[src/hw/gwpc_pkg.sv]
// package: register map, field layout and shared types of the wake polarity block
package gwpc_pkg;
   localparam int          NUM_PINS        = 12;
   localparam logic [11:0] ADDR_WAKE       = 12'h020;
   localparam logic [11:0] ADDR_FUNC_SEL   = 12'h100;
   localparam logic [11:0] ADDR_IRQ_STAT   = 12'h104;
   localparam logic [11:0] ADDR_IRQ_MASK   = 12'h108;
   localparam logic [11:0] ADDR_PIN_STATE  = 12'h10C;
   localparam int          WAKE_EN_LSB     = 0;
   localparam int          WAKE_LVL_LSB    = 16;
   localparam logic [11:0] FIELD_RESET     = 12'h000;
   localparam logic [11:0] FUNC_SEL_RESET  = 12'hFFF;
   localparam logic [31:0] UNMAPPED_READ   = 32'h0000_0000;

   typedef struct packed {
      logic [11:0] wake_level_select;
      logic [11:0] wake_source_enable;
   } gwpc_cfg_t;

   typedef struct packed {
      logic        wr;
      logic        rd;
      logic [11:0] addr;
      logic [31:0] wdata;
   } gwpc_bus_t;

   function automatic logic [31:0] gwpc_pack_wake(input gwpc_cfg_t c);
      logic [31:0] w;
      w                             = 32'h0000_0000;
      w[WAKE_EN_LSB +: NUM_PINS]    = c.wake_source_enable;
      w[WAKE_LVL_LSB +: NUM_PINS]   = c.wake_level_select;
      return w;
   endfunction
endpackage

[src/hw/gwpc_sync.sv]
// two-stage synchroniser for the twelve pin levels
`timescale 1ns/100ps
module gwpc_sync (
   input  wire logic        i_clk,
   input  wire logic        i_rst,
   input  wire logic [11:0] i_async,
   output logic      [11:0] o_sync
);
   typedef struct packed {
      logic [11:0] s1;
      logic [11:0] s2;
   } gwpc_sync_st_t;

   gwpc_sync_st_t st_reg;
   gwpc_sync_st_t st_next;

   always_comb begin
      st_next    = st_reg;
      st_next.s1 = i_async;
      st_next.s2 = st_reg.s1;
   end

   always_ff @(posedge i_clk or posedge i_rst) begin
      if (i_rst) begin
         st_reg <= '0;
      end else begin
         st_reg <= st_next;
      end
   end

   assign o_sync = st_reg.s2;
endmodule

[src/hw/gwpc_trigger.sv]
// per-pin wake qualification: level match, enable and function gating
`timescale 1ns/100ps
module gwpc_trigger (
   input  wire logic [11:0]          i_pin,
   input  wire gwpc_pkg::gwpc_cfg_t  i_cfg,
   input  wire logic [11:0]          i_func_sel,
   output logic      [11:0]          o_trig
);
   // level match: low when select 0, high when select 1
   // enabled pins only, alternate-function pins suppressed
   assign o_trig = ~(i_pin ^ i_cfg.wake_level_select) & i_cfg.wake_source_enable & ~i_func_sel;
endmodule

[src/hw/gwpc_top.sv]
// top: wake enable and polarity register, wake request and interrupt logic
// Functional notes
// each pin triggers on low level when its polarity bit is 0 and on high level when it is 1.
// a pin with wake enable 0 never wakes the device, one with enable 1 may.
// pins assigned to an alternate function never cause a wake event.
// pin n enable sits at bit n and its polarity at bit 16 plus n.
// on configuration load both fields take the eeprom bytes, ignoring unused high bits.
// without eeprom the otp image is used, and an unprogrammed otp gives zero.
// usb reset or lite soft reset restores the last loaded image, or zero if none.
// both fields are reset-shielded and ignore resets the shield excludes.
// software sets a pin as input and sets its wake enable before relying on it.
// a pin is general purpose when its function select bit is clear.
// qualified pin triggers are ored into one wake request.
// reserved bits 31:28 and 15:12 read zero and ignore writes.
`timescale 1ns/100ps
module gwpc_top (
   input  wire logic        i_clk,
   input  wire logic        i_rst,
   input  wire logic [11:0] i_addr,
   input  wire logic [31:0] i_wdata,
   input  wire logic        i_wr,
   input  wire logic        i_rd,
   output logic      [31:0] o_rdata,
   input  wire logic [11:0] i_pin,
   input  wire logic        i_cfg_load,
   input  wire logic        i_eeprom_present,
   input  wire logic [15:0] i_eeprom_wake_en,
   input  wire logic [15:0] i_eeprom_wake_lvl,
   input  wire logic        i_otp_programmed,
   input  wire logic [11:0] i_otp_wake_en,
   input  wire logic [11:0] i_otp_wake_lvl,
   input  wire logic        i_usb_reset,
   input  wire logic        i_lite_soft_reset,
   input  wire logic        i_shield_active,
   output logic             o_wake_req,
   output logic             o_irq
);
   // ========================================================
   // state
   typedef struct packed {
      gwpc_pkg::gwpc_cfg_t cfg;
      gwpc_pkg::gwpc_cfg_t image;
      logic [11:0]         func_sel;
      logic [11:0]         irq_stat;
      logic [11:0]         irq_mask;
      logic [31:0]         rdata;
      logic                wake_req;
      logic                irq;
   } gwpc_st_t;

   gwpc_st_t            st_reg;
   gwpc_st_t            st_next;
   gwpc_pkg::gwpc_bus_t bus;
   logic [11:0]         pin_sync;
   logic [11:0]         trig;
   logic [11:0]         stat_set;
   logic [11:0]         stat_clr;
   gwpc_pkg::gwpc_cfg_t load_img;

   assign bus.wr    = i_wr;
   assign bus.rd    = i_rd;
   assign bus.addr  = i_addr;
   assign bus.wdata = i_wdata;

   // ========================================================
   // pin path
   gwpc_sync u_sync (
      .i_clk   (i_clk),
      .i_rst   (i_rst),
      .i_async (i_pin),
      .o_sync  (pin_sync)
   );

   gwpc_trigger u_trig (
      .i_pin      (pin_sync),
      .i_cfg      (st_reg.cfg),
      .i_func_sel (st_reg.func_sel),
      .o_trig     (trig)
   );

   // ========================================================
   // next state
   always_comb begin
      st_next = st_reg;
      // image select: eeprom low bits, else otp, else zero
      if (i_eeprom_present) begin
         load_img.wake_source_enable = i_eeprom_wake_en[11:0];
         load_img.wake_level_select  = i_eeprom_wake_lvl[11:0];
      end else if (i_otp_programmed) begin
         load_img.wake_source_enable = i_otp_wake_en;
         load_img.wake_level_select  = i_otp_wake_lvl;
      end else begin
         load_img.wake_source_enable = gwpc_pkg::FIELD_RESET;
         load_img.wake_level_select  = gwpc_pkg::FIELD_RESET;
      end

      // register writes; reserved bits dropped
      if (bus.wr) begin
         if (bus.addr == gwpc_pkg::ADDR_WAKE) begin
            st_next.cfg.wake_source_enable = bus.wdata[gwpc_pkg::WAKE_EN_LSB +: gwpc_pkg::NUM_PINS];
            st_next.cfg.wake_level_select  = bus.wdata[gwpc_pkg::WAKE_LVL_LSB +: gwpc_pkg::NUM_PINS];
         end else if (bus.addr == gwpc_pkg::ADDR_FUNC_SEL) begin
            st_next.func_sel = bus.wdata[11:0];
         end else if (bus.addr == gwpc_pkg::ADDR_IRQ_MASK) begin
            st_next.irq_mask = bus.wdata[11:0];
         end
      end

      // usb or lite reset restores last image, unless shielded
      if ((i_usb_reset || i_lite_soft_reset) && !i_shield_active) begin
         st_next.cfg = st_reg.image;
      end
      if (i_cfg_load) begin
         st_next.image = load_img;
         st_next.cfg   = load_img;
      end

      // sticky status, set wins over write-one clear
      stat_set = trig;
      stat_clr = (bus.wr && bus.addr == gwpc_pkg::ADDR_IRQ_STAT) ? bus.wdata[11:0] : 12'h000;
      st_next.irq_stat = (st_reg.irq_stat & ~stat_clr) | stat_set;

      st_next.wake_req = |trig;
      st_next.irq      = |(st_next.irq_stat & st_next.irq_mask);

      // read data, valid in the cycle after the strobe
      st_next.rdata = gwpc_pkg::UNMAPPED_READ;
      if (bus.rd) begin
         if (bus.addr == gwpc_pkg::ADDR_WAKE) begin
            st_next.rdata = gwpc_pkg::gwpc_pack_wake(st_reg.cfg);
         end else if (bus.addr == gwpc_pkg::ADDR_FUNC_SEL) begin
            st_next.rdata = {20'h0_0000, st_reg.func_sel};
         end else if (bus.addr == gwpc_pkg::ADDR_IRQ_STAT) begin
            st_next.rdata = {20'h0_0000, st_reg.irq_stat};
         end else if (bus.addr == gwpc_pkg::ADDR_IRQ_MASK) begin
            st_next.rdata = {20'h0_0000, st_reg.irq_mask};
         end else if (bus.addr == gwpc_pkg::ADDR_PIN_STATE) begin
            st_next.rdata = {20'h0_0000, pin_sync};
         end
      end
   end

   always_ff @(posedge i_clk or posedge i_rst) begin
      if (i_rst) begin
         st_reg          <= '0;
         st_reg.func_sel <= gwpc_pkg::FUNC_SEL_RESET;
      end else begin
         st_reg <= st_next;
      end
   end

   assign o_rdata    = st_reg.rdata;
   assign o_wake_req = st_reg.wake_req;
   assign o_irq      = st_reg.irq;
endmodule

[config.mk]
export PLATFORM = sky130hd
export DESIGN_NAME = gwpc_top
export DESIGN_NICKNAME = d
export VERILOG_FILES = /design/src/hw/gwpc_pkg.sv /design/src/hw/gwpc_sync.sv /design/src/hw/gwpc_trigger.sv /design/src/hw/gwpc_top.sv
export SDC_FILE = /design/constraint.sdc
export NUM_CORES = 1
export LEC_CHECK = 0
export BUFFER_PORTS_ARGS = -buffer_cell sky130_fd_sc_hd__buf_4
export CAP_MARGIN = 10
export CORE_UTILIZATION = 48
export DETAILED_ROUTE_END_ITERATION = 6
export GPL_TIMING_DRIVEN = 1
export HOLD_SLACK_MARGIN = 0.06
export MAX_ROUTING_LAYER = met4
export PLACE_DENSITY = 0.76
export SLEW_MARGIN = 10
export SYNTH_ARGS = -nofsm -noshare
export SYNTH_HDL_FRONTEND = slang
export SYNTH_HIERARCHICAL = 1
export SYNTH_SLANG_ARGS = --single-unit
[constraint.sdc]
create_clock -name i_clk -period 3.86 [get_ports i_clk]
set_clock_uncertainty 0.2 [all_clocks]
set_input_delay 0.772 -clock i_clk [delete_from_list [all_inputs] [get_ports i_clk]]
set_output_delay 0.772 -clock i_clk [all_outputs]
set_load 0.01 [all_outputs]
==> run_results.csv, run 1 <==
group,metric,value,unit
outcome,status,"finished, final reports clean",
hold_path,hold_path_class,"flop to flop",
cts,cts-root-buf,"clkbuf_16",
sta,min_period,2.85,ns
drt,routed_via_density,5.57,
synth,ys_seq_elements,134,
drt,drtAntennaViolNets,0,
synth,ys.flop_type,"dfrtp_1",
floorplan,dieWidth,116,um
cts,cts_hold_buf,0,
layout,postLayoutCoreUtil,61.4,%
drt,initialDrtViolationCount,292,
worst_setup_path,path_cells,"buf_4 -> nor4_4 -> nand4_2 -> mux2_4 -> a32o_1 -> a2111oi_2 -> nand3_1",
power_and_ir_drop,combPwrFrac,10.3,%
synth,synth_area_per_cell,11.1,sq um
cts,cts_tree,"yes",
worst_setup_path,crit_required,3.94,ns
drt,route.detailed.drc,0,
floorplan,die_area,0.0136,sq mm
drt,vias,4737,
cts,clock_sinks,134,
sta,period_share,73.7,%
synth,synth_cell_types,45,
worst_setup_path,slowest_delay,0.48,ns
layout,diodes,0,
cts,clock_latency,0.41,ns
worst_setup_path,timing_worst_setup_path_type,"input pin to flop",
sta,rsz0062_at_grt,"false",
drt,first_pass_iters,5,
floorplan,fp.dieH,116,um
job,drv_cap,0,
sta,setup_viol,0,
floorplan,coreArea,0.0127,sq mm
synth,synthAdderAreaFrac,0,%
synth,ys_warn_count,6,
synth,synth_compound_area_share,15.5,%
sta,fmax,351,MHz
drt,routedWlPerCell,18.4,um
global_routing,track_usage,25.2,%
layout,final_nets,787,
placement,place_ws,0.580,ns
power_and_ir_drop,switchingPower,0.880,mW
synth,synth_top_family_by_area,"compound AO/OA/AOI/OAI gates",
sta,worst_slew_pin_slew,1.08,ns
placement,place_congestion,0.871,
layout,drive_gt1_share,38.1,%
global_routing,first_global_vias,4652,
worst_setup_path,reg2reg_from,"u_sync/o_sync[4]",
worst_setup_path,start_kind,"input pin",
power_and_ir_drop,power.leakage,3.54,nW
power_and_ir_drop,p_clk_share,46.9,%
power_and_ir_drop,p_sw_share,24.2,%
worst_setup_path,endpoint_kind,"flop",
hold_path,whs_path_depth,0,
synth,synth_edf_count,0,
synth,synth_top_area_share,48.5,%
synth,synth_xor_xnor_area_share,1.67,%
synth,synth_area_leaders,"dfrtp_1 (49%), mux2_2 (8.2%), dfstp_2 (5.0%)",
global_routing,antenna_found_initial,0,
cts,cts_resized,0,
sta,fin_ws,1.01,ns
power_and_ir_drop,vdd_drop_max,284,uV
drt,wirelength,15.7,mm
power_and_ir_drop,intPower,2.75,mW
placement,numPortBuffers,131,
synth,synthMuxAreaShare,8.71,%
worst_setup_path,worstRegToRegCells,6,
layout,area_delta_synth_final,24.2,%
worst_setup_path,crit_fanout,12,
sta,fin_setup_tns,0,ns
cts,htree_levels,4,
worst_setup_path,worstPathArrival,2.93,ns
sta,hold_violations,0,
layout,largest_reg_flops,84,
floorplan,num_rows,41,
global_routing,grt_start_max_net_pins,88,
synth,yosys-top-cells-count,"dfrtp_1 (122), nand2_1 (57), o21ai_0 (48)",
cts,clk_path_buf_depth,2,
global_routing,grt_pass1_wl,24.3,mm
synth,async_reset_ff_share,100,%
cts,clk_pin_slew,0.06,ns
floorplan,start_util,49.5,%
synth,synth_top_area_cell,"dfrtp_1",
power_and_ir_drop,seq_power_share,42.8,%
synth,yosys.area_share.simple,13.8,%
worst_setup_path,crit_slowest_cell,"nand4_2",
power_and_ir_drop,powerDensity,465,mW/mm^2
synth,synth_area,0.00629,sq mm
sta,slew_violations,0,
synth,yosysMostFrequentCell,"dfrtp_1",
worst_setup_path,crit_start,"i_addr[4]",
global_routing,overflow,0,
cts,cts_setup_buffers,0,
cts,cts_buffers,17,
sta,slew_headroom,28.0,%
synth,netlist_instances,569,
synth,ys_seq_area_share,53.5,%
hold_path,hold_start,"u_sync/st_next[0]",
placement,dp_hpwl,11.5,mm
floorplan,ioPinCount,156,
==> cell families after synthesis <==
family                 count (synthesis)
AND/OR/NAND/NOR                      150
other                                  1
flip-flops                           134
buffers and inverters                 74
XOR/XNOR                              12
AO/OA/AOI/OAI                        150
multiplexers                          48
==> metal layers <==
metal	track usage, %	up-vias	part of all wire, %
met5	-	-	0
met4	7.78	0	1.5
met3	4.57	21	5.7
met2	41.4	178	51
met1	31.9	2354	42
li1	-	2184	-
==> power by group through the flow <==
stage / registers, mW / clock network, mW / logic [mW]
2_1_floorplan: 1.54 / 0 / 0.228
3_3_place_gp: 1.57 / 0 / 0.361
3_5_place_dp: 1.58 / 0 / 0.372
4_1_cts: 1.55 / 1.73 / 0.373
5_1_grt: 1.56 / 1.79 / 0.411
6_report: 1.56 / 1.71 / 0.373
==> per-stage QoR <==
step	area (sq um)	hold WS, ns	cells	total power, mW
2_1_floorplan	6320	0.131	576	1.77
3_3_place_gp	7180	0.134	818	1.93
3_5_place_dp	7180	0.136	818	1.95
4_1_cts	7810	0.152	850	3.66
5_1_grt	7810	0.155	850	3.77
6_report	7810	0.148	850	3.63
==> cell type report <==
cell class	count	area (sq um)
multi-input cells	368	2540
fillers	1072	4910
flip-flops and latches	134	3370
clock buffers	19	433
clock inverters	13	195
repair buffers	138	1040
well taps	172	215
inverters	6	25.0
==> cell usage in the layout, fill, tap and decap left out, types with 13 or more instances in the layout <==
| cell type | Yosys | final |
|---|---|---|
| nand2_1 | 57 | 57 |
| o21a_1 | 25 | 25 |
| nor4_1 | 15 | 15 |
| a22oi_1 | 22 | 22 |
| nor2b_1 | 13 | 13 |
| mux2_2 | 46 | 46 |
| o21ai_0 | 48 | 48 |
| nor2_1 | 21 | 20 |
| buf_4 | 32 | 138 |
| dfrtp_1 | 122 | 122 |
| clkbuf_16 | 0 | 17 |
| a21oi_1 | 25 | 25 |
==> worst paths after layout <==
kind / end / slack [ns]
max reg2reg: o_irq / 1.72
max in group asynchronous: o_rdata[9] / 2.12
max: o_irq / 1.01
min: u_sync/o_sync[0] / 0.15
min in group asynchronous: u_sync/o_sync[0] / 0.35
min reg2reg: u_sync/o_sync[0] / 0.15
==> critical path: cells and delay by family <==
family	cells	cell delay [ns]
AO/OA/AOI/OAI	2	0.60
buffers and inverters	1	0.12
multiplexers	1	0.47
AND/OR/NAND/NOR	3	0.96
Power figures use the tool's default switching activity.
==> inputs of run 2 (changes only) <==
--- a/config.mk
+++ b/config.mk
@@ -7,12 +7,12 @@
 export LEC_CHECK = 0
 export BUFFER_PORTS_ARGS = -buffer_cell sky130_fd_sc_hd__buf_4
 export CAP_MARGIN = 10
-export CORE_UTILIZATION = 48
+export CORE_UTILIZATION = 54
 export DETAILED_ROUTE_END_ITERATION = 6
 export GPL_TIMING_DRIVEN = 1
 export HOLD_SLACK_MARGIN = 0.06
 export MAX_ROUTING_LAYER = met4
-export PLACE_DENSITY = 0.76
+export PLACE_DENSITY = 0.81
 export SLEW_MARGIN = 10
 export SYNTH_ARGS = -nofsm -noshare
 export SYNTH_HDL_FRONTEND = slang
==> constraint.sdc (replaced) <==
create_clock -name i_clk -period 2.75 [get_ports i_clk]
set_clock_uncertainty 0.2 [all_clocks]
set_input_delay 0.55 -clock i_clk [delete_from_list [all_inputs] [get_ports i_clk]]
set_output_delay 0.55 -clock i_clk [all_outputs]
set_load 0.01 [all_outputs]
==> run_results.csv, run 2 (synthesized netlist as in run 1, its figures left out) <==
group,metric,value,unit
outcome,status,"finished, final reports clean",
layout,final_nets,808,
floorplan,fp.dieH,110,um
layout,diodes,0,
layout,drive_gt1_share,38.5,%
placement,placed_cell_area,0.00723,sq mm
worst_setup_path,timing_worst_setup_path_type,"input pin to flop",
layout,fin_area,0.00800,sq mm
placement,dp_hpwl,11.7,mm
layout,largest_reg_flops,84,
job,drv_cap,0,
floorplan,die_area,0.0121,sq mm
sta,worst_slew_pin_slew,0.823,ns
worst_setup_path,r2r_slack,0.57,ns
power_and_ir_drop,powerDensity,647,mW/mm^2
global_routing,grt_pass1_wl,25.3,mm
sta,rsz0062_at_grt,"false",
layout,mostFrequentLayoutCell,"buf_4",
worst_setup_path,start_kind,"input pin",
hold_path,hold_path_class,"input pin to async pin",
global_routing,overflow,0,
global_routing,grt_start_max_net_pins,111,
placement,place_congestion,0.868,
worst_setup_path,path_cells,"buf_4 -> nor4_4 -> and4_2 -> a31oi_1 -> a32o_1 -> a2111oi_2 -> nand3_1",
sta,fin_setup_tns,0,ns
cts,cts-root-buf,"clkbuf_16",
drt,routed_via_density,5.80,
placement,dp.cells,798,
worst_setup_path,worstPathArrival,2.53,ns
sta,holdWs,0.0384,ns
sta,period_share,89.3,%
floorplan,dieWidth,110,um
cts,cts_hold_buf,12,
sta,setup_viol,0,
floorplan,ioPinCount,156,
layout,instances_no_fill,842,
placement,numPortBuffers,131,
floorplan,num_rows,39,
cts,cts_buffers,17,
drt,wirelength,16.3,mm
worst_setup_path,crit_required,2.83,ns
cts,clock_latency,0.42,ns
worst_setup_path,crit_slowest_cell,"and4_2",
drt,first_pass_iters,5,
sta,fin_ws,0.295,ns
worst_setup_path,crit_fanout,11,
placement,place_ws,-0.134,ns
layout,final_cell_mix,"buf_4 (146), dfrtp_1 (122), nand2_1 (57)",
cts,cts_resized,0,
worst_setup_path,endpoint_kind,"flop",
power_and_ir_drop,power.leakage,3.64,nW
sta,fmax,407,MHz
power_and_ir_drop,total_power,5.18,mW
sta,min_period,2.46,ns
global_routing,track_usage,30.0,%
drt,route.detailed.drc,0,
layout,area_delta_synth_final,27.2,%
drt,drtAntennaViolNets,0,
drt,routedWlPerCell,19.3,um
cts,cts_tree,"yes",
cts,clk_path_buf_depth,2,
cts,clock_sinks,134,
worst_setup_path,crit_family,"simple AND/OR/NAND/NOR gates",
floorplan,start_util,55.3,%
sta,slew_violations,0,
drt,vias,4882,
sta,hold_violations,0,
sta,slew_headroom,45.1,%
cts,htree_levels,4,
drt,initialDrtViolationCount,327,
floorplan,coreArea,0.0114,sq mm
worst_setup_path,worst-path-buf-inv,1,
cts,cts_setup_buffers,0,
layout,postLayoutCoreUtil,70.4,%
global_routing,first_global_vias,4741,
power_and_ir_drop,vdd_drop_max,580,uV
cts,clk_pin_slew,0.05,ns
global_routing,antenna_found_initial,0,
worst_setup_path,slowest_delay,0.49,ns
-- run 2: worst min-delay path, cell delays in order --
cell	delay, ns
buf_4	0.12
clkinvlp_4	0.07
buf_12	0.37
-- run 2: cell type report --
class / count / area (sq um)
flip-flops and latches: 134 / 3370
fillers: 838 / 3370
multi-input cells: 368 / 2540
repair buffers: 159 / 1240
clock buffers: 21 / 480
well taps: 143 / 179
clock inverters: 11 / 171
inverters: 6 / 26.3
-- run 2: routing by layer --
| metal | wire, um | vias to the layer above | track usage [%] |
|---|---|---|---|
| li1 | - | 2226 | - |
| met1 | 6900 | 2417 | 39.3 |
| met2 | 7910 | 198 | 45.6 |
| met3 | 915 | 41 | 4.92 |
| met4 | 551 | 0 | 14.1 |
| met5 | 0 | - | - |
-- run 2: final timing paths --
kind	from	end	cells after the start
setup / recovery	i_addr[4]	o_irq	7
hold / removal	i_rst	st_reg[39]	3
setup reg to reg	st_reg[110]	o_irq	6
hold reg to reg	u_sync/st_next[1]	u_sync/o_sync[1]	0
max in group asynchronous	i_rst	u_sync/o_sync[6]	2
min in group i_clk	u_sync/st_next[1]	u_sync/o_sync[1]	0
-- run 2: report_power, final --
group | internal, mW | switching [mW] | leakage [nW]
logic | 0.273 | 0.278 | 1.72
clock network | 1.61 | 0.828 | 0.315
registers | 2.08 | 0.101 | 1.60
==> inputs of run 3 (changes only) <==
--- a/config.mk
+++ b/config.mk
@@ -7,12 +7,12 @@
 export LEC_CHECK = 0
 export BUFFER_PORTS_ARGS = -buffer_cell sky130_fd_sc_hd__buf_4
 export CAP_MARGIN = 10
-export CORE_UTILIZATION = 54
+export CORE_UTILIZATION = 48
 export DETAILED_ROUTE_END_ITERATION = 6
 export GPL_TIMING_DRIVEN = 1
 export HOLD_SLACK_MARGIN = 0.06
 export MAX_ROUTING_LAYER = met4
-export PLACE_DENSITY = 0.81
+export PLACE_DENSITY_LB_ADDON = 0.3
 export SLEW_MARGIN = 10
 export SYNTH_ARGS = -nofsm -noshare
 export SYNTH_HDL_FRONTEND = slang
==> constraint.sdc (replaced) <==
create_clock -name i_clk -period 2 [get_ports i_clk]
set_clock_uncertainty 0.2 [all_clocks]
set_input_delay 0.4 -clock i_clk [delete_from_list [all_inputs] [get_ports i_clk]]
set_output_delay 0.4 -clock i_clk [all_outputs]
set_load 0.01 [all_outputs]
==> run_results.csv, run 3 (synthesized netlist as in run 1, its figures left out) <==
group,metric,value,unit
outcome,status,"finished with violations",
outcome,failed_checks,"negative setup slack",
drt,routed_via_density,5.46,
cts,clock_latency,0.42,ns
global_routing,antenna_found_initial,0,
sta,hold_violations,0,
worst_setup_path,start_kind,"input pin",
power_and_ir_drop,intPower,5.35,mW
worst_setup_path,crit_fanout,7,
floorplan,coreArea,0.0127,sq mm
power_and_ir_drop,powerDensity,827,mW/mm^2
sta,period_share,105,%
cts,cts-root-buf,"clkbuf_16",
cts,cts_tree,"yes",
power_and_ir_drop,power.leakage,3.89,nW
power_and_ir_drop,p_sw_share,23.8,%
drt,route.detailed.drc,0,
layout,final_cell_mix,"buf_4 (176), dfrtp_1 (122), nand2_1 (57)",
global_routing,track_usage,28.3,%
layout,diodes,0,
floorplan,start_util,49.5,%
drt,first_pass_iters,5,
floorplan,ioPinCount,156,
worst_setup_path,r2r_end,"o_irq",
hold_path,hold_start,"i_wdata[4]",
worst_setup_path,endpoint_kind,"flop",
sta,worst_slew_pin_slew,0.668,ns
floorplan,num_rows,41,
power_and_ir_drop,seq_power_share,42.7,%
sta,fin_ws,-0.106,ns
power_and_ir_drop,p_clk_share,45.2,%
sta,slew_violations,0,
sta,rsz0062_at_grt,"true",
drt,drtAntennaViolNets,0,
cts,clk_path_buf_depth,2,
layout,area_delta_synth_final,35.0,%
worst_setup_path,r2r_slack,-0.04,ns
layout,largest_reg_flops,84,
drt,initialDrtViolationCount,274,
power_and_ir_drop,switchingPower,1.67,mW
sta,slew_headroom,55.4,%
hold_path,hold_path_class,"input pin to flop",
floorplan,fp.dieH,116,um
cts,cts_buffers,17,
sta,fin_setup_tns,-0.106,ns
drt,routedWlPerCell,18.8,um
global_routing,grt_start_max_net_pins,56,
layout,mostFrequentLayoutCell,"buf_4",
job,drv_cap,0,
global_routing,grt_pass1_wl,26.7,mm
drt,vias,5011,
power_and_ir_drop,combPwrFrac,12.1,%
worst_setup_path,crit_required,2.08,ns
global_routing,overflow,0,
floorplan,die_area,0.0136,sq mm
hold_path,hold_end,"st_reg[62]",
drt,wirelength,17.3,mm
cts,clock_sinks,134,
sta,setup_viol,1,
worst_setup_path,reg2reg_from,"st_reg[109]",
hold_path,whs_path_depth,2,
layout,drive_gt1_share,41.2,%
sta,fmax,475,MHz
power_and_ir_drop,total_power,7.02,mW
worst_setup_path,worstPathArrival,2.19,ns
floorplan,dieWidth,116,um
worst_setup_path,timing_worst_setup_path_type,"input pin to flop",
placement,placed_cell_area,0.00759,sq mm
layout,fin_area,0.00849,sq mm
sta,min_period,2.11,ns
worst_setup_path,worstRegToRegCells,6,
placement,numPortBuffers,131,
placement,dp_hpwl,12.8,mm
cts,clk_pin_slew,0.06,ns
power_and_ir_drop,vdd_drop_max,759,uV
placement,place_congestion,0.919,
cts,htree_levels,4,
global_routing,first_global_vias,5057,
sta,holdWs,0.0713,ns
layout,final_nets,855,
-- run 3: cell types whose count changed in the layout (fill, tap and decap cells not counted), moves of 2 or more --
cell and change:
dlygate4sd3_1 +8, clkinv_4 -2, clkbuf_1 +4, buf_4 +30
buf_12 +7
-- run 3: worst max-delay path, stage by stage --
cell and delay (ns):
buf_4 0.12, nor4b_4 0.26, buf_4 0.19, nand4_4 0.20, mux2_4 0.37, a32o_2 0.28
a2111oi_4 0.27, nand3_1 0.11
-- run 3: per-stage QoR --
step	utilization [%]	setup WS, ns	instances
2_1_floorplan	-	-0.268	576
3_3_place_gp	59.6	-0.541	858
3_5_place_dp	59.6	-0.621	858
4_1_cts	66.1	-0.0809	911
5_1_grt	66.8	-0.163	918
6_report	66.8	-0.106	918
-- run 3: final cells by class --
class	instances	area, sq um
sequential	134	3370
timing repair buffer	205	1690
tap	172	215
fill	1015	4230
inverter	6	26.3
clock inverter	8	124
clock buffer	24	482
multi-input combinational	369	2580
-- run 3: timing repair --
item | 4_1_cts | 5_1_grt
gates cloned | 0 | 1
endpoints found under the setup margin | 1 | 24
hold endpoints to repair | 59 | 0
pin swaps | 4 | 4
hold buffers | 20 | 0
setup buffers | 1 | 6
gates resized for setup | 2 | 6
-- run 3: power groups by stage --
stage	clock network (mW)	logic (mW)	registers [mW]
final	3.17	0.850	3.00
after floorplan	0	0.441	2.98
after global placement	0	0.788	3.03
after global routing	3.32	0.924	3.01
after CTS	3.22	0.845	3.00
after detailed placement	0	0.809	3.04
-- run 3: how the worst max path moves through the flow --
stage | startpoint | cells after the start | endpoint | slack (ns)
after detailed placement | i_addr[9] | 7 | o_irq | -0.62
after floorplan | i_addr[9] | 7 | o_irq | -0.27
after CTS | i_addr[10] | 7 | o_irq | -0.08
after global routing | i_addr[5] | 8 | o_irq | -0.16
final | i_addr[5] | 8 | o_irq | -0.11
after global placement | i_addr[9] | 7 | o_irq | -0.54
-- run 3: layer usage --
layer | up-vias | GRT usage [%] | share of wire (%)
met5 | - | - | 0
met4 | 0 | 10.3 | 1.9
met3 | 25 | 4.98 | 3.7
met2 | 154 | 45.9 | 51
met1 | 2508 | 35.5 | 44
li1 | 2324 | - | -
